## config.mk

```make
export PLATFORM = sky130hd
export DESIGN_NAME = ppio_port_pin_io
export DESIGN_NICKNAME = d
export VERILOG_FILES = /design/src/hw/ppio_pkg.sv /design/src/hw/ppio_port_pin_io.sv /design/src/hw/ppio_pin_sync.sv
export VERILOG_INCLUDE_DIRS = /design/src /design/src/hw
export SDC_FILE = /design/constraint.sdc
export NUM_CORES = 1
export LEC_CHECK = 0
export ABC_AREA = 1
export BUFFER_PORTS_ARGS = -buffer_cell sky130_fd_sc_hd__buf_2
export CORE_AREA = 4 4 179 129
export CTS_CLUSTER_SIZE = 12
export DETAILED_ROUTE_END_ITERATION = 10
export DIE_AREA = 0 0 183 133
export GPL_ROUTABILITY_DRIVEN = 0
export PLACE_DENSITY = 0.75
export REMOVE_ABC_BUFFERS = 1
export SYNTH_ARGS = -nofsm -noshare
export SYNTH_HDL_FRONTEND = slang
export SYNTH_HIERARCHICAL = 1
export SYNTH_SLANG_ARGS = --single-unit
```

## constraint.sdc

```tcl
create_clock -name ref_clk_i -period 5.1 [get_ports ref_clk_i]
set_input_delay 0.255 -clock ref_clk_i [delete_from_list [all_inputs] [get_ports ref_clk_i]]
set_output_delay 0.255 -clock ref_clk_i [all_outputs]
set_load 0.02 [all_outputs]
```

## src/hw/ppio_regs.svh

```systemverilog
// Purpose: Register offsets, reset values, pin masks and address
//          positions of the port pin block.
// Assumes: Processor register window with 8-bit offsets and data.
// Notes:   Definitions only.
`ifndef PPIO_REGS_SVH
`define PPIO_REGS_SVH

`define PPIO_OFS_A_DATA_IN 8'h00
`define PPIO_OFS_B_DATA_IN 8'h01
`define PPIO_OFS_A_ADDR_OUT_CTRL 8'h02
`define PPIO_OFS_B_ADDR_OUT_CTRL 8'h03
`define PPIO_OFS_A_DATA_OUT 8'h04
`define PPIO_OFS_B_DATA_OUT 8'h05
`define PPIO_OFS_A_DIRECTION 8'h06
`define PPIO_OFS_B_DIRECTION 8'h07
`define PPIO_OFS_C_DATA_IN 8'h10
`define PPIO_OFS_D_DATA_IN 8'h11
`define PPIO_OFS_C_DATA_OUT 8'h12
`define PPIO_OFS_D_DATA_OUT 8'h13
`define PPIO_OFS_C_DIRECTION 8'h14
`define PPIO_OFS_D_DIRECTION 8'h15

`define PPIO_RST_BYTE 8'h00
`define PPIO_RST_ADDR 16'h0000
`define PPIO_RST_PINS 32'h0000_0000

// Bits that have a pin behind them
`define PPIO_MASK_A 8'hff
`define PPIO_MASK_B 8'hff
`define PPIO_MASK_C 8'h9c
`define PPIO_MASK_D 8'h06

// Port B pin n carries address bit n, or n plus this when high byte chosen
`define PPIO_ADDR_HI_OFS 8

`define PPIO_SYNC_STAGES 2

`endif

```

## src/hw/ppio_pkg.sv

```systemverilog
// Purpose: Types shared by the port pin block.
// Assumes: Nothing beyond the register header.
// Notes:   Constants live in ppio_regs.svh.
package ppio_pkg;

    typedef logic [7:0] ppio_byte_type;

    // Which source drives a pin's output value
    typedef enum logic [1:0] {
        PPIO_SRC_REG,
        PPIO_SRC_ADDR,
        PPIO_SRC_LOGIC
    } ppio_src_type;

endpackage : ppio_pkg

```

## src/hw/ppio_port_pin_io.sv

```systemverilog
// Purpose: Pin control for four ports: register I/O, logic-array outputs
//          and latched address output, with output enables per pin.
// Assumes: Register window, address/data bus and strobe are synchronous
//          to ref_clk_i; pin levels are asynchronous.
// Notes:   Pin value and enable are registered, one cycle behind causes.
`timescale 1ns/1ps
`include "ppio_regs.svh"

// Operation
// - In register I/O mode an output pin follows its data-out bit.
// - Data-out registers clear to zero on reset.
// - Direction bit 1 makes the pin an output, 0 an input.
// - After reset all pins are high-impedance inputs.
// - Output enable is logic-array enable OR direction bit.
// - An active logic-array enable drives the pin despite direction zero.
// - A logic-output pin ignores data-out; value comes from logic only.
// - A logic-output pin is unavailable to every other pin mode.
// - A logic-input pin stays readable through its data-in bit.
// - Direction still steers the enable of a logic-input pin.
// - Ports A-C reach the logic bus via input macrocells; D directly.
// - Ports A-C take macrocell outputs; port D takes chip selects.
// - A macrocell kept internal leaves its pin free for other uses.
// - Ports A/B address-control bit 1 puts a latched address bit out.
// - Port A gives low address; port B low or high byte per config.
// - Address captured on the latch strobe, held for the bus cycle.
// - Address output is chosen per pin; other pins keep other modes.
// - Port A address control and port D registers clear on reset.
// - Data-in reads 1 for a high pin level, 0 for low.
module ppio_port_pin_io #(
    parameter int SYNC_STAGES = `PPIO_SYNC_STAGES
) (
    input wire logic ref_clk_i,
    input wire logic resetn_i,
    input wire logic ce_i,
    input wire logic [7:0] reg_addr_i,
    input wire logic reg_wr_i,
    input wire logic reg_rd_i,
    input wire logic [7:0] reg_wdata_i,
    output logic [7:0] reg_rdata_o,
    input wire logic [15:0] ad_i,
    input wire logic ale_i,
    input wire logic port_b_addr_high_i,
    input wire logic [7:0] port_a_pins_i,
    input wire logic [7:0] port_b_pins_i,
    input wire logic [7:0] port_c_pins_i,
    input wire logic [7:0] port_d_pins_i,
    output logic [7:0] port_a_pins_o,
    output logic [7:0] port_b_pins_o,
    output logic [7:0] port_c_pins_o,
    output logic [7:0] port_d_pins_o,
    output logic [7:0] port_a_pins_oe_o,
    output logic [7:0] port_b_pins_oe_o,
    output logic [7:0] port_c_pins_oe_o,
    output logic [7:0] port_d_pins_oe_o,
    input wire logic [7:0] port_a_la_out_i,
    input wire logic [7:0] port_b_la_out_i,
    input wire logic [7:0] port_c_la_out_i,
    input wire logic [7:0] port_d_la_out_i,
    input wire logic [7:0] port_a_la_oe_i,
    input wire logic [7:0] port_b_la_oe_i,
    input wire logic [7:0] port_c_la_oe_i,
    input wire logic [7:0] port_d_la_oe_i,
    input wire logic [7:0] port_a_la_sel_i,
    input wire logic [7:0] port_b_la_sel_i,
    input wire logic [7:0] port_c_la_sel_i,
    input wire logic [7:0] port_d_la_sel_i,
    output logic [31:0] la_in_bus_o
);

    if (SYNC_STAGES < 2) begin : g_chk_sync
        $error("ppio_port_pin_io needs at least two sync stages");
    end

    localparam logic [31:0] PIN_MASK = {`PPIO_MASK_D, `PPIO_MASK_C,
                                        `PPIO_MASK_B, `PPIO_MASK_A};

    logic [31:0] pins_in_v;
    logic [31:0] pins_s;
    logic [31:0] la_out_v;
    logic [31:0] la_oe_v;
    logic [31:0] la_sel_v;

    assign pins_in_v = {port_d_pins_i, port_c_pins_i,
                        port_b_pins_i, port_a_pins_i};
    assign la_out_v = {port_d_la_out_i, port_c_la_out_i,
                       port_b_la_out_i, port_a_la_out_i};
    assign la_oe_v = {port_d_la_oe_i, port_c_la_oe_i,
                      port_b_la_oe_i, port_a_la_oe_i};
    // A macrocell kept internal has its select low, so the pin stays free
    assign la_sel_v = {port_d_la_sel_i, port_c_la_sel_i,
                       port_b_la_sel_i, port_a_la_sel_i};

    ppio_pin_sync #(
        .WIDTH(32),
        .STAGES(SYNC_STAGES)
    ) u_pin_sync (
        .ref_clk_i(ref_clk_i),
        .resetn_i(resetn_i),
        .ce_i(ce_i),
        .d_i(pins_in_v),
        .q_o(pins_s)
    );

    // Register file
    logic [31:0] dout_ff;
    logic [31:0] nxt_dout_ff;
    logic [31:0] dir_ff;
    logic [31:0] nxt_dir_ff;
    logic [15:0] actl_ff;
    logic [15:0] nxt_actl_ff;
    ppio_pkg::ppio_byte_type rdata_ff;
    ppio_pkg::ppio_byte_type nxt_rdata_ff;

    always_comb begin
        nxt_dout_ff = dout_ff;
        nxt_dir_ff = dir_ff;
        nxt_actl_ff = actl_ff;
        if (reg_wr_i) begin
            case (reg_addr_i)
                `PPIO_OFS_A_ADDR_OUT_CTRL: nxt_actl_ff[7:0] = reg_wdata_i;
                `PPIO_OFS_B_ADDR_OUT_CTRL: nxt_actl_ff[15:8] = reg_wdata_i;
                `PPIO_OFS_A_DATA_OUT:
                    nxt_dout_ff[7:0] = reg_wdata_i & `PPIO_MASK_A;
                `PPIO_OFS_B_DATA_OUT:
                    nxt_dout_ff[15:8] = reg_wdata_i & `PPIO_MASK_B;
                `PPIO_OFS_C_DATA_OUT:
                    nxt_dout_ff[23:16] = reg_wdata_i & `PPIO_MASK_C;
                `PPIO_OFS_D_DATA_OUT:
                    nxt_dout_ff[31:24] = reg_wdata_i & `PPIO_MASK_D;
                `PPIO_OFS_A_DIRECTION:
                    nxt_dir_ff[7:0] = reg_wdata_i & `PPIO_MASK_A;
                `PPIO_OFS_B_DIRECTION:
                    nxt_dir_ff[15:8] = reg_wdata_i & `PPIO_MASK_B;
                `PPIO_OFS_C_DIRECTION:
                    nxt_dir_ff[23:16] = reg_wdata_i & `PPIO_MASK_C;
                `PPIO_OFS_D_DIRECTION:
                    nxt_dir_ff[31:24] = reg_wdata_i & `PPIO_MASK_D;
                default: begin
                end
            endcase
        end
    end

    // Data-in reads return the synchronised pin level
    always_comb begin
        nxt_rdata_ff = rdata_ff;
        if (reg_rd_i) begin
            case (reg_addr_i)
                `PPIO_OFS_A_DATA_IN: nxt_rdata_ff = pins_s[7:0];
                `PPIO_OFS_B_DATA_IN: nxt_rdata_ff = pins_s[15:8];
                `PPIO_OFS_C_DATA_IN:
                    nxt_rdata_ff = pins_s[23:16] & `PPIO_MASK_C;
                `PPIO_OFS_D_DATA_IN:
                    nxt_rdata_ff = pins_s[31:24] & `PPIO_MASK_D;
                `PPIO_OFS_A_ADDR_OUT_CTRL: nxt_rdata_ff = actl_ff[7:0];
                `PPIO_OFS_B_ADDR_OUT_CTRL: nxt_rdata_ff = actl_ff[15:8];
                `PPIO_OFS_A_DATA_OUT: nxt_rdata_ff = dout_ff[7:0];
                `PPIO_OFS_B_DATA_OUT: nxt_rdata_ff = dout_ff[15:8];
                `PPIO_OFS_C_DATA_OUT: nxt_rdata_ff = dout_ff[23:16];
                `PPIO_OFS_D_DATA_OUT: nxt_rdata_ff = dout_ff[31:24];
                `PPIO_OFS_A_DIRECTION: nxt_rdata_ff = dir_ff[7:0];
                `PPIO_OFS_B_DIRECTION: nxt_rdata_ff = dir_ff[15:8];
                `PPIO_OFS_C_DIRECTION: nxt_rdata_ff = dir_ff[23:16];
                `PPIO_OFS_D_DIRECTION: nxt_rdata_ff = dir_ff[31:24];
                default: nxt_rdata_ff = `PPIO_RST_BYTE;
            endcase
        end
    end

    always_ff @(posedge ref_clk_i) begin
        if (!resetn_i) begin
            dout_ff <= `PPIO_RST_PINS;
            dir_ff <= `PPIO_RST_PINS;
            actl_ff <= `PPIO_RST_ADDR;
            rdata_ff <= `PPIO_RST_BYTE;
        end else if (ce_i) begin
            dout_ff <= nxt_dout_ff;
            dir_ff <= nxt_dir_ff;
            actl_ff <= nxt_actl_ff;
            rdata_ff <= nxt_rdata_ff;
        end
    end

    // Address latch and logic input bus
    logic [15:0] addr_lat_ff;
    logic [15:0] nxt_addr_lat_ff;
    logic [23:0] imc_ff;
    logic [23:0] nxt_imc_ff;
    logic [31:0] la_in_ff;
    logic [31:0] nxt_la_in_ff;

    always_comb begin
        nxt_addr_lat_ff = ale_i ? ad_i : addr_lat_ff;
        nxt_imc_ff = pins_s[23:0];
        nxt_la_in_ff = {pins_s[31:24], imc_ff};
    end

    always_ff @(posedge ref_clk_i) begin
        if (!resetn_i) begin
            addr_lat_ff <= `PPIO_RST_ADDR;
            imc_ff <= '0;
            la_in_ff <= `PPIO_RST_PINS;
        end else if (ce_i) begin
            addr_lat_ff <= nxt_addr_lat_ff;
            imc_ff <= nxt_imc_ff;
            la_in_ff <= nxt_la_in_ff;
        end
    end

    assign la_in_bus_o = la_in_ff;

    // Pin drivers
    logic [31:0] pin_o_ff;
    logic [31:0] nxt_pin_o_ff;
    logic [31:0] pin_oe_ff;
    logic [31:0] nxt_pin_oe_ff;

    for (genvar i = 0; i < 32; i++) begin : g_pin
        localparam int P = i / 8;
        localparam int B = i % 8;
        logic addr_bit;
        logic actl_bit;
        ppio_pkg::ppio_src_type src;

        if (P == 0) begin : g_port_a
            assign addr_bit = addr_lat_ff[B];
            assign actl_bit = actl_ff[i];
        end else if (P == 1) begin : g_port_b
            assign addr_bit = port_b_addr_high_i ?
                addr_lat_ff[B + `PPIO_ADDR_HI_OFS] : addr_lat_ff[B];
            assign actl_bit = actl_ff[i];
        end else begin : g_port_cd
            assign addr_bit = 1'b0;
            assign actl_bit = 1'b0;
        end

        // Logic-array output wins over every other mode
        always_comb begin
            if (la_sel_v[i]) begin
                src = ppio_pkg::PPIO_SRC_LOGIC;
            end else if (actl_bit) begin
                src = ppio_pkg::PPIO_SRC_ADDR;
            end else begin
                src = ppio_pkg::PPIO_SRC_REG;
            end
        end

        always_comb begin
            case (src)
                ppio_pkg::PPIO_SRC_LOGIC:
                    nxt_pin_o_ff[i] = PIN_MASK[i] & la_out_v[i];
                ppio_pkg::PPIO_SRC_ADDR: nxt_pin_o_ff[i] = addr_bit;
                ppio_pkg::PPIO_SRC_REG: nxt_pin_o_ff[i] = dout_ff[i];
                default: nxt_pin_o_ff[i] = 1'b0;
            endcase
        end

        assign nxt_pin_oe_ff[i] =
            PIN_MASK[i] & (la_oe_v[i] | dir_ff[i]);
    end

    always_ff @(posedge ref_clk_i) begin
        if (!resetn_i) begin
            pin_o_ff <= `PPIO_RST_PINS;
            pin_oe_ff <= `PPIO_RST_PINS;
        end else if (ce_i) begin
            pin_o_ff <= nxt_pin_o_ff;
            pin_oe_ff <= nxt_pin_oe_ff;
        end
    end

    assign port_a_pins_o = pin_o_ff[7:0];
    assign port_b_pins_o = pin_o_ff[15:8];
    assign port_c_pins_o = pin_o_ff[23:16];
    assign port_d_pins_o = pin_o_ff[31:24];
    assign port_a_pins_oe_o = pin_oe_ff[7:0];
    assign port_b_pins_oe_o = pin_oe_ff[15:8];
    assign port_c_pins_oe_o = pin_oe_ff[23:16];
    assign port_d_pins_oe_o = pin_oe_ff[31:24];
    assign reg_rdata_o = rdata_ff;

    // Checks
    logic [31:0] addr_v;
    logic [31:0] actl_v;
    assign actl_v = {16'h0000, actl_ff};
    assign addr_v = {16'h0000, (port_b_addr_high_i ?
                     addr_lat_ff[15:8] : addr_lat_ff[7:0]),
                     addr_lat_ff[7:0]};

    a_reset_clear: assert property (
        @(posedge ref_clk_i) !resetn_i |=>
            (dout_ff == '0 && dir_ff == '0 && actl_ff == '0 &&
             pin_oe_ff == '0))
        else $error("registers or enables not clear after reset");

    a_oe_or_term: assert property (
        @(posedge ref_clk_i) disable iff (!resetn_i)
        ce_i |=> pin_oe_ff == ($past(la_oe_v | dir_ff) & PIN_MASK))
        else $error("pin enable is not enable term OR direction");

    a_reg_value: assert property (
        @(posedge ref_clk_i) disable iff (!resetn_i)
        ce_i |=> ((pin_o_ff ^ $past(dout_ff)) &
                  $past(~la_sel_v & ~actl_v & PIN_MASK)) == '0)
        else $error("register-mode pin does not follow data-out");

    a_logic_value: assert property (
        @(posedge ref_clk_i) disable iff (!resetn_i)
        ce_i |=> ((pin_o_ff ^ $past(la_out_v)) &
                  $past(la_sel_v & PIN_MASK)) == '0)
        else $error("logic-output pin does not follow logic output");

    a_addr_value: assert property (
        @(posedge ref_clk_i) disable iff (!resetn_i)
        ce_i |=> ((pin_o_ff ^ $past(addr_v)) &
                  $past(actl_v & ~la_sel_v)) == '0)
        else $error("address pin does not carry latched address");

    a_addr_hold: assert property (
        @(posedge ref_clk_i) disable iff (!resetn_i)
        (ce_i && !ale_i) |=> $stable(addr_lat_ff))
        else $error("latched address changed without strobe");

    a_addr_capture: assert property (
        @(posedge ref_clk_i) disable iff (!resetn_i)
        (ce_i && ale_i) |=> addr_lat_ff == $past(ad_i))
        else $error("address not captured on strobe");

    a_unused_bits: assert property (
        @(posedge ref_clk_i) disable iff (!resetn_i)
        ((dout_ff | dir_ff | pin_oe_ff | pin_o_ff) & ~PIN_MASK) == '0)
        else $error("bit without a pin became active");

    a_din_read: assert property (
        @(posedge ref_clk_i) disable iff (!resetn_i)
        (ce_i && reg_rd_i && reg_addr_i == `PPIO_OFS_A_DATA_IN) |=>
            reg_rdata_o == $past(pins_s[7:0]))
        else $error("data-in read does not show pin level");

    a_dir_write: assert property (
        @(posedge ref_clk_i) disable iff (!resetn_i)
        (ce_i && reg_wr_i && reg_addr_i == `PPIO_OFS_B_DIRECTION) |=>
            (dir_ff[15:8] == $past(reg_wdata_i)) ##1
            (!$past(ce_i) ||
             (port_b_pins_oe_o & $past(dir_ff[15:8])) ==
             $past(dir_ff[15:8])))
        else $error("direction write did not take effect");

    c_addr_out: cover property (
        @(posedge ref_clk_i) disable iff (!resetn_i)
        ale_i ##1 (actl_ff[0] && pin_oe_ff[0]));
    c_logic_out: cover property (
        @(posedge ref_clk_i) disable iff (!resetn_i)
        la_sel_v[8] && la_oe_v[8] ##1 pin_oe_ff[8]);
    c_oe_from_term: cover property (
        @(posedge ref_clk_i) disable iff (!resetn_i)
        (la_oe_v[24] && !dir_ff[24]) ##1 pin_oe_ff[24]);
    c_din_read: cover property (
        @(posedge ref_clk_i) disable iff (!resetn_i)
        reg_rd_i && reg_addr_i == `PPIO_OFS_C_DATA_IN);

endmodule : ppio_port_pin_io

```

## src/hw/ppio_pin_sync.sv

```systemverilog
// Purpose: Multi-stage synchroniser for asynchronous pin levels.
// Assumes: Inputs are levels from outside the clock domain.
// Notes:   Only the last stage may be read by other logic.
`timescale 1ns/1ps
`include "ppio_regs.svh"

module ppio_pin_sync #(
    parameter int WIDTH = 32,
    parameter int STAGES = `PPIO_SYNC_STAGES
) (
    input wire logic ref_clk_i,
    input wire logic resetn_i,
    input wire logic ce_i,
    input wire logic [WIDTH-1:0] d_i,
    output logic [WIDTH-1:0] q_o
);

    if (STAGES < 2) begin : g_chk_stages
        $error("ppio_pin_sync needs at least two stages");
    end
    if (WIDTH < 1) begin : g_chk_width
        $error("ppio_pin_sync needs a width of at least one");
    end

    logic [WIDTH-1:0] chain_ff [STAGES];
    logic [WIDTH-1:0] nxt_chain_ff [STAGES];

    always_comb begin
        nxt_chain_ff[0] = d_i;
        for (int s = 1; s < STAGES; s++) begin
            nxt_chain_ff[s] = chain_ff[s-1];
        end
    end

    always_ff @(posedge ref_clk_i) begin
        if (!resetn_i) begin
            for (int s = 0; s < STAGES; s++) begin
                chain_ff[s] <= '0;
            end
        end else if (ce_i) begin
            for (int s = 0; s < STAGES; s++) begin
                chain_ff[s] <= nxt_chain_ff[s];
            end
        end
    end

    assign q_o = chain_ff[STAGES-1];

endmodule : ppio_pin_sync

```

==> results.sh, run 1 <==
export IMPL_outcome="completed"
export IMPL_clkLatencyLatePin_ns=0.51
export IMPL_path_max_fanout=62
export IMPL_synth_top_cell_by_area="dfxtp_1"
export IMPL_grt_pass1_wl_um=44200
export IMPL_rsz0062_at_grt="no"
export IMPL_path_cells="buf_4, clkinv_2, buf_4, a21oi_1, a31oi_1"
export IMPL_vias=9149
export IMPL_ys_warn_count=6
export IMPL_slew_headroom_pct=53.1
export IMPL_slowest_stage="clkinv_2"
export IMPL_hold_viol_final=0
export IMPL_power_frac_seq_pct=50.9
export IMPL_finClkSkew_ns=0.00894
export IMPL_cts_sinks=248
export IMPL_cts_buffers=25
export IMPL_detail_route_iter0_violations=794
export IMPL_cp_arrival_ns=2.14
export IMPL_crit_buf_inv=3
export IMPL_endpoint_kind="register"
export IMPL_finalMaxSlewViolations=0
export IMPL_root_buffer="clkbuf_16"
export IMPL_dp_hpwl_um=19400
export IMPL_io_buffer_count=220
export IMPL_worst_pin_slew_ns=0.704
export IMPL_p_comb_share_pct=9.8
export IMPL_vdd_drop_max_v=0.000235
export IMPL_syn_area_um2=10600
export IMPL_viasPerCell=5.07
export IMPL_syn_instance_count=1308
export IMPL_fin_tns_setup_ns=0
export IMPL_p_sw_share_pct=24.5
export IMPL_p_leak_nw=5.59
export IMPL_fp_dieW_um=183
export IMPL_grt_pass1_vias=8718
export IMPL_maxCapViolCount=0
export IMPL_critPathKind="input pin to register"
export IMPL_fin_nets=1673
export IMPL_cts_resized=0
export IMPL_coreArea_um2=21400
export IMPL_grt_usage_pct=22.1
export IMPL_synthToLayoutAreaGrowth_pct=18.5
export IMPL_ys_ff_latch=248
export IMPL_crit_top_cell="buf_4"
export IMPL_fill_cells=1915
export IMPL_ys_types=34
export IMPL_finalSetupViolCount=0
export IMPL_clkTransAtPathRegs_ns=0.06
export IMPL_ys_top_cells_by_area="dfxtp_1, edfxtp_1, nor2_1, o21ai_0, nand2_1"
export IMPL_multiInputGateArea_um2=3870
export IMPL_antenna_found_initial=9
export IMPL_ant_nets=0
export IMPL_io_pins=271
export IMPL_drive_gt1_share_pct=19.5
export IMPL_required_ns=5.49
export IMPL_cp_top_family="buffers and inverters"
export IMPL_wl_per_cell_um=15.6
export IMPL_tritoncts="built"
export IMPL_rows=45
export IMPL_h_tree_depth=1
export IMPL_fp_dieH_um=133
export IMPL_fin_crit_sh_pct=34.4
export IMPL_cts_buffer_depth=3
export IMPL_finalNonFillerCells=1805
export IMPL_drt_pass1_iter_count=5
export IMPL_grt_overflow_total=0
export IMPL_seq_area_um2=5610
export IMPL_fmax_ghz=0.570
export IMPL_clkPwrFrac_pct=39.3
export IMPL_cts_setup_buffers=0
export IMPL_power_internal_mw=3.20
export IMPL_avgSynthCellArea_um2=8.09
export IMPL_period_needed_ns=1.75
export IMPL_grt_max_degree=77
export IMPL_power_per_cell_area_nw_per_um2=338
export IMPL_die_area_um2=24300
export IMPL_ys_seq_area_share_pct=52.9
export IMPL_drt_drc_violations_left=0
export IMPL_dpl_cell_count=1724
export IMPL_cpPeakStageDelay_ns=0.56
export IMPL_crit_path_start_kind="input pin"
export IMPL_yosysTopAreaCellShare_pct=34.8
export IMPL_p_switching_mw=1.04
export IMPL_initial_core_util_pct=49.5
export IMPL_postRouteWirelength_um=28100
export IMPL_min_delay_path_class="input pin to register"
-- cell usage after synthesis (all sizes together) --
cell type / count
buf: 75
clkbuf: 36
a311o: 8
a21oi: 76
o21a: 2
nor2: 324
nor3: 23
nand3: 55
o21ai: 168
conb: 1
edfxtp: 64
o211ai: 12
nand2: 141
o22ai: 3
nand3b: 5
dfxtp: 184
a31oi: 5
inv: 126
-- placed cells by master (no fill, tap or decap), types with 14 or more instances in the layout --
master and n:
a21oi_1 71, buf_2 218, clkbuf_1 14, clkbuf_16 26
conb_1 20, dfxtp_1 184, dlygate4sd3_1 37, edfxtp_1 64
inv_1 115, nand2_1 134, nand3_1 53, nor2_1 306
nor3_1 23, o21ai_0 160
-- tightest hold or removal path, delay by kind of cell --
kind | cells | cell delay (ns)
AO/OA/AOI/OAI | 1 | 0.12
buffers and inverters | 1 | 0.09
AND/OR/NAND/NOR | 1 | 0.03
-- final cells by class --
type	instances	area share [%]
Antenna cell	2	0.0399
Clock buffer	40	5.60
Multi-Input combinational cell	842	30.8
Inverter	126	3.84
Tap cell	282	2.81
Sequential cell	248	44.7
Clock inverter	2	0.120
Timing Repair Buffer	263	12.1
-- power by group through the flow --
| stage | clock network (mW) | logic, mW | registers, mW |
|---|---|---|---|
| 3_5_place_dp | 0 | 0.390 | 2.20 |
| 5_1_grt | 1.78 | 0.463 | 2.17 |
| 2_1_floorplan | 0 | 0.164 | 2.24 |
| 3_3_place_gp | 0 | 0.382 | 2.20 |
| 6_report | 1.67 | 0.415 | 2.16 |
| 4_1_cts | 1.70 | 0.414 | 2.16 |
-- what timing repair did --
action,4_1_cts,5_1_grt
hold buffers,37,0
endpoints found under the setup margin,0,0
hold endpoints to repair,37,0
-- per-layer routing --
metal	wire [µm]	vias to the layer above	part of all wire (%)	GRT usage (%)
met5	82	-	0.29	0
met3	2750	58	9.8	6.27
met1	12700	4169	45	31.6
met4	479	14	1.7	3.93
li1	-	4569	-	-
met2	12100	339	43	33.9
-- sequential cells by signal, indices dropped and copies added (netlist names), 16 cells and up --
register,count
u_pin_sync/chain_ff,64
actl_ff,16
dir_ff,22
imc_ff,24
la_in_bus_o,32
addr_lat_ff,16
pin_oe_ff,22
dout_ff,22
pin_o_ff,22
-- worst paths after layout --
kind | start | endpoint | slack, ns | depth (start not counted)
setup / recovery | ce_i | pin_o_ff[1] | 3.35 | 5
setup reg to reg | u_pin_sync/chain_ff[0][51] | reg_rdata_o[3] | 3.96 | 6
hold reg to reg | reg_rdata_o[3] | reg_rdata_o[3] | 0.47 | 2
hold / removal | port_a_la_sel_i[6] | pin_o_ff[6] | 0.02 | 3
-- metrics by stage --
step,power (mW),utilization (%),hold WS (ns),worst slack (ns),instance area [µm²]
after floorplan,2.41,-,0.380,3.03,9950
after global placement,2.58,53.5,0.450,2.83,11500
after detailed placement,2.59,53.5,0.455,2.83,11500
after CTS,4.27,58.6,0.00573,3.37,12500
after global routing,4.41,58.7,0.0335,3.17,12600
final,4.25,58.7,0.0237,3.35,12600
-- kinds of logic after synthesis --
| group | count (synthesis) | share of synthesized area [%] |
|---|---|---|
| and+or+nand+nor | 548 | 21.9 |
| other | 1 | 0.0354 |
| DFF | 248 | 52.9 |
| buffers and inverters | 237 | 11.2 |
| AOI/OAI and AO/OA | 274 | 13.9 |
Power figures use the tool's default switching activity.
==> inputs of run 2 (changes only) <==
--- a/config.mk
+++ b/config.mk
@@ -8,10 +8,10 @@
 export LEC_CHECK = 0
 export ABC_AREA = 1
 export BUFFER_PORTS_ARGS = -buffer_cell sky130_fd_sc_hd__buf_2
-export CORE_AREA = 4 4 179 129
+export CORE_AREA = 4 4 183 132
 export CTS_CLUSTER_SIZE = 12
 export DETAILED_ROUTE_END_ITERATION = 10
-export DIE_AREA = 0 0 183 133
+export DIE_AREA = 0 0 187 136
 export GPL_ROUTABILITY_DRIVEN = 0
 export PLACE_DENSITY = 0.75
 export REMOVE_ABC_BUFFERS = 1
==> constraint.sdc (replaced) <==
create_clock -name ref_clk_i -period 1.4 [get_ports ref_clk_i]
set_input_delay 0.07 -clock ref_clk_i [delete_from_list [all_inputs] [get_ports ref_clk_i]]
set_output_delay 0.07 -clock ref_clk_i [all_outputs]
set_load 0.02 [all_outputs]
==> run 2 against run 1 <==
  * Design area rose by 12%
  * Sequential share of layout area fell by 4.8 points
  * Register-to-register slack got worse by 3.9 ns
  * Via count rose by 11%
  * Worst hold slack improved by 0.033 ns
  * Critical path type is now register to register
==> results.sh, run 2 (synthesis results as in run 1) <==
export IMPL_busiest_layer="met2"
export IMPL_die_area_um2=25400
export IMPL_vdd_drop_max_v=0.000845
export IMPL_final_cell_mix="nor2_1, buf_2, dfxtp_1"
export IMPL_path_cells="inv_2, o211ai_1, dlygate4sd3_1, o211ai_1, inv_1"
export IMPL_drive_gt1_share_pct=20.4
export IMPL_grt_pass1_wl_um=50900
export IMPL_fin_crit_sh_pct=95.7
export IMPL_drt_pass1_iter_count=9
export IMPL_cp_arrival_ns=1.82
export IMPL_final_area_um2=14100
export IMPL_drt_drc_violations_left=0
export IMPL_dp_hpwl_um=20700
export IMPL_clkTransAtPathRegs_ns=0.06
export IMPL_largest_register_ffs=64
export IMPL_postRouteWirelength_um=31900
export IMPL_grtUsageMet1_pct=33.4
export IMPL_root_buffer="clkbuf_16"
export IMPL_fin_nets=1809
export IMPL_grt_overflow_total=0
export IMPL_slowest_stage="dlygate4sd3_1"
export IMPL_finalSetupViolCount=0
export IMPL_crit_path_start_kind="register"
export IMPL_coreArea_um2=22300
export IMPL_rows=46
export IMPL_min_from="reg_wr_i"
export IMPL_antenna_found_initial=5
export IMPL_timing_final_ws_setup_ns=0.0597
export IMPL_outcome="completed"
export IMPL_finalMaxSlewViolations=0
export IMPL_period_needed_ns=1.34
export IMPL_fin_tns_setup_ns=0
export IMPL_initial_core_util_pct=47.4
export IMPL_min_delay_path_class="input pin to register"
export IMPL_synthToLayoutAreaGrowth_pct=33.0
export IMPL_ant_nets=0
export IMPL_setup_worst_path_start="dout_ff[25]"
export IMPL_critPathKind="register to register"
export IMPL_viasPerCell=5.20
export IMPL_crit_top_cell="o211ai_1"
export IMPL_hold_viol_final=0
export IMPL_regToRegStartpoint="dout_ff[25]"
export IMPL_detail_route_iter0_violations=778
export IMPL_tritoncts="built"
export IMPL_cts_buffer_depth=3
export IMPL_finClkSkew_ns=0.0168
export IMPL_placedInstanceArea_um2=11800
export IMPL_grt_pass1_vias=9721
export IMPL_largest_register="u_pin_sync/chain_ff"
export IMPL_wl_per_cell_um=16.3
export IMPL_io_pins=271
export IMPL_grt_max_degree=58
export IMPL_vias=10148
export IMPL_io_buffer_count=220
export IMPL_fill_cells=1767
export IMPL_endpoint_kind="register"
export IMPL_rsz0062_at_grt="no"
export IMPL_cts_sinks=248
export IMPL_fp_dieW_um=187
export IMPL_met3_usage_pct=6.26
export IMPL_cp_top_family="buffers and inverters"
export IMPL_slew_headroom_pct=55.7
export IMPL_path_max_fanout=2
export IMPL_worst_pin_slew_ns=0.663
export IMPL_fp_dieH_um=136
export IMPL_cts_buffers=26
export IMPL_fmax_ghz=0.746
export IMPL_h_tree_depth=1
export IMPL_clkLatencyLatePin_ns=0.53
export IMPL_power_per_cell_area_nw_per_um2=1180
export IMPL_layout_commonest_cell="nor2_1"
export IMPL_p_leak_nw=6.31
export IMPL_r2r_setup_slack_ns=0.06
export IMPL_grt_usage_pct=24.6
export IMPL_pre_cts_ws_ns=-0.0106
export IMPL_cts_setup_buffers=0
export IMPL_maxCapViolCount=0
export IMPL_required_ns=1.88
export IMPL_crit_buf_inv=3
export IMPL_grt_use_met2_pct=38.6
export IMPL_cpPeakStageDelay_ns=0.56
-- run 2: what timing repair did --
action / 4_1_cts / 5_1_grt
endpoints found under the setup margin: 0 / 4
resized for setup: 0 / 5
endpoints found under the hold margin: 152 / 1
hold buffers: 141 / 1
-- run 2: layer usage --
layer	up-vias	share of wire (%)
met3	103	8.7
li1	4852	-
met1	4707	44
met4	6	3.6
met2	480	44
met5	-	0.10
-- run 2: layout make-up --
cell class | instances | area (µm²) | share of cell area (%)
Timing Repair Buffer | 398 | 2910 | 20.7
Multi-Input combinational cell | 842 | 3870 | 27.5
Clock inverter | 3 | 52.6 | 0.373
Inverter | 126 | 482 | 3.42
Tap cell | 288 | 360 | 2.56
Sequential cell | 248 | 5610 | 39.8
Antenna cell | 3 | 7.51 | 0.0533
Clock buffer | 44 | 790 | 5.61
-- run 2: worst min-delay path, delay by kind of cell --
| kind | cells | cell delay [ns] |
|---|---|---|
| buf+inv | 2 | 0.22 |
| compound gates | 1 | 0.06 |
| simple gates | 2 | 0.18 |
-- run 2: final timing paths --
path,to,depth (start not counted)
setup / recovery,pin_o_ff[25],5
hold / removal,dir_ff[20],5
setup reg to reg,pin_o_ff[25],5
hold reg to reg,reg_rdata_o[2],2
-- run 2: through the flow --
stage | power, mW | hold slack (ns) | util (%) | cells
2_1_floorplan | 8.78 | 0.195 | - | 1216
3_3_place_gp | 9.49 | 0.283 | 52.9 | 1761
3_5_place_dp | 9.53 | 0.293 | 52.9 | 1761
4_1_cts | 16.6 | 0.0217 | 63.0 | 1949
5_1_grt | 17.1 | 0.0563 | 63.0 | 1951
6_report | 16.6 | 0.0568 | 63.0 | 1952
-- run 2: power by group --
group,internal (mW),switching [mW]
combinational,0.799,1.08
clock,4.01,2.78
sequential,7.72,0.169
total,12.5,4.02
==> inputs of run 3 (changes only) <==
--- a/config.mk
+++ b/config.mk
@@ -8,10 +8,10 @@
 export LEC_CHECK = 0
 export ABC_AREA = 1
 export BUFFER_PORTS_ARGS = -buffer_cell sky130_fd_sc_hd__buf_2
-export CORE_AREA = 4 4 183 132
+export CORE_AREA = 4 4 179 129
 export CTS_CLUSTER_SIZE = 12
 export DETAILED_ROUTE_END_ITERATION = 10
-export DIE_AREA = 0 0 187 136
+export DIE_AREA = 0 0 183 133
 export GPL_ROUTABILITY_DRIVEN = 0
 export PLACE_DENSITY = 0.75
 export REMOVE_ABC_BUFFERS = 1
==> constraint.sdc (replaced) <==
create_clock -name ref_clk_i -period 1.47 [get_ports ref_clk_i]
set_input_delay 0.0735 -clock ref_clk_i [delete_from_list [all_inputs] [get_ports ref_clk_i]]
set_output_delay 0.0735 -clock ref_clk_i [all_outputs]
set_load 0.02 [all_outputs]
==> run 3 against run 2 <==
  * The run now ends with hold timing left
  * Global-route usage decreased by 0.32 points
  * Clock skew decreased by 0.0096 ns
  * Critical path depth increased by 1
  * Worst hold slack got worse by 0.13 ns
  * Design area decreased by 1.5%
  * Wire length decreased by 3.4%
  * Flip-flop and latch count unchanged
  * Fmax decreased by 3.4%
  * Largest cell class unchanged
  * Largest power group unchanged
==> results.sh, run 3 (synthesis results as in run 1) <==
export IMPL_finalSetupViolCount=0
export IMPL_crit_top_cell="nor2_1"
export IMPL_synthToLayoutAreaGrowth_pct=31.0
export IMPL_grt_pass1_vias=9565
export IMPL_antenna_found_initial=4
export IMPL_power_per_cell_area_nw_per_um2=1080
export IMPL_vdd_drop_max_v=0.000731
export IMPL_path_max_fanout=3
export IMPL_crit_buf_inv=2
export IMPL_finalMaxSlewViolations=0
export IMPL_worst_pin_slew_ns=0.630
export IMPL_grt_pass1_wl_um=48600
export IMPL_placedInstanceArea_um2=11700
export IMPL_fin_crit_sh_pct=94.4
export IMPL_cts_buffers=25
export IMPL_regToRegStartpoint="dout_ff[6]"
export IMPL_dp_hpwl_um=20000
export IMPL_crit_path_start_kind="register"
export IMPL_viasPerCell=5.12
export IMPL_final_cell_mix="nor2_1, buf_2, dfxtp_1"
export IMPL_root_buffer="clkbuf_16"
export IMPL_initial_core_util_pct=49.5
export IMPL_fin_tns_setup_ns=0
export IMPL_critPathKind="register to register"
export IMPL_reg2reg_depth=6
export IMPL_whs_ns=-0.0760
export IMPL_multiInputGateArea_um2=3870
export IMPL_tritoncts="built"
export IMPL_fp_dieW_um=183
export IMPL_largest_register_ffs=64
export IMPL_p_leak_nw=6.20
export IMPL_cts_buffer_depth=3
export IMPL_postRouteWirelength_um=30800
export IMPL_largest_register="u_pin_sync/chain_ff"
export IMPL_hold_viol_final=2
export IMPL_ant_nets=0
export IMPL_wl_per_cell_um=15.9
export IMPL_io_buffer_count=220
export IMPL_cp_arrival_ns=1.83
export IMPL_drt_pass1_iter_count=5
export IMPL_h_tree_depth=1
export IMPL_io_pins=271
export IMPL_path_cells="inv_1, nor2_1, a21oi_2, o21a_1, dlygate4sd3_1, nor2_1"
export IMPL_path_depth=6
export IMPL_final_area_um2=13900
export IMPL_grt_max_degree=66
export IMPL_maxCapViolCount=0
export IMPL_timing_final_ws_setup_ns=0.0823
export IMPL_reg2reg_to="pin_o_ff[6]"
export IMPL_fill_cells=1741
export IMPL_fin_nets=1802
export IMPL_slowest_stage="dlygate4sd3_1"
export IMPL_required_ns=1.91
export IMPL_clkLatencyLatePin_ns=0.51
export IMPL_detail_route_iter0_violations=854
export IMPL_seq_area_um2=5610
export IMPL_grt_usage_pct=24.3
export IMPL_finClkSkew_ns=0.00714
export IMPL_cpPeakStageDelay_ns=0.55
export IMPL_vias=9904
export IMPL_rows=45
export IMPL_rsz0062_at_grt="no"
export IMPL_cts_sinks=248
export IMPL_cp_top_family="buffers and inverters"
export IMPL_r2r_setup_slack_ns=0.08
export IMPL_slew_headroom_pct=57.9
export IMPL_crit_path_end="pin_o_ff[6]"
export IMPL_grt_overflow_total=0
export IMPL_cts_setup_buffers=0
export IMPL_die_area_um2=24300
export IMPL_coreArea_um2=21400
export IMPL_pre_cts_ws_ns=0.0442
export IMPL_outcome="complete, but fails checks"
export IMPL_violations="hold timing"
export IMPL_clkTransAtPathRegs_ns=0.06
export IMPL_layout_commonest_cell="nor2_1"
export IMPL_post_route_util_pct=64.8
export IMPL_min_delay_path_class="input pin to register"
export IMPL_drt_drc_violations_left=0
export IMPL_fp_dieH_um=133
export IMPL_fmax_ghz=0.721
export IMPL_drive_gt1_share_pct=20.1
export IMPL_setup_worst_path_start="dout_ff[6]"
export IMPL_endpoint_kind="register"
export IMPL_period_needed_ns=1.39
run 3: changes by cell type in the layout (fill, tap and decap cells not counted), sizes merged:
cell / before / now
clkinv: 2 / 4
dlymetal6s4s: 1 / 0
bufinv: 1 / 0
clkbuf: 44 / 37
inv: 126 / 125
buf: 257 / 252
run 3: repair_timing:
item                                    4_1_cts  5_1_grt
hold buffers                                142        0
gates resized for setup                       0        5
hold endpoints to repair                    147        0
endpoints found under the setup margin        0        6
run 3: how the worst min path moves through the flow:
stage | start | to | slack, ns | depth (start not counted)
4_1_cts | reg_wr_i | dir_ff[20] | 0.01 | 5
2_1_floorplan | port_a_la_oe_i[0] | pin_oe_ff[0] | 0.20 | 2
3_3_place_gp | port_b_la_oe_i[1] | pin_oe_ff[9] | 0.29 | 3
5_1_grt | port_c_la_out_i[4] | pin_o_ff[20] | 0.004 | 5
6_report | port_c_la_out_i[4] | pin_o_ff[20] | -0.08 | 5
3_5_place_dp | port_b_la_oe_i[6] | pin_oe_ff[14] | 0.29 | 3
run 3: power by group:
group / leakage [nW] / internal, mW / total [mW] / switching (mW)
Clock: 0.352 / 3.26 / 5.76 / 2.50
Sequential: 2.21 / 7.35 / 7.50 / 0.151
Combinational: 3.64 / 0.748 / 1.76 / 1.01
run 3: worst register-to-register path: stages (launching register included):
cell and delay, ns:
dfxtp_1 0.31, inv_1 0.06, nor2_1 0.13, a21oi_2 0.05, o21a_1 0.16, dlygate4sd3_1 0.55, nor2_1 0.08
run 3: metal layers:
metal	GRT usage (%)	wire length [µm]	part of all wire (%)	vias to the layer above
li1	-	-	-	4834
met1	33.5	13400	43	4561
met2	37.6	13500	44	429
met3	6.38	2980	9.7	76
met4	7.44	957	3.1	4
met5	0	14	0.045	-
run 3: through the flow:
stage | instances | total power, mW
2_1_floorplan | 1216 | 8.36
3_3_place_gp | 1750 | 9.01
3_5_place_dp | 1750 | 9.05
4_1_cts | 1932 | 15.1
5_1_grt | 1932 | 15.6
6_report | 1933 | 15.0
run 3: cell type report:
| class | count | share of cell area, % |
|---|---|---|
| multi-input cells | 842 | 27.9 |
| repair buffers | 392 | 20.4 |
| flip-flops and latches | 248 | 40.4 |
| diodes | 3 | 0.0541 |
| clock inverters | 3 | 0.108 |
| well taps | 282 | 2.54 |
| inverters | 126 | 3.47 |
| clock buffers | 37 | 5.05 |
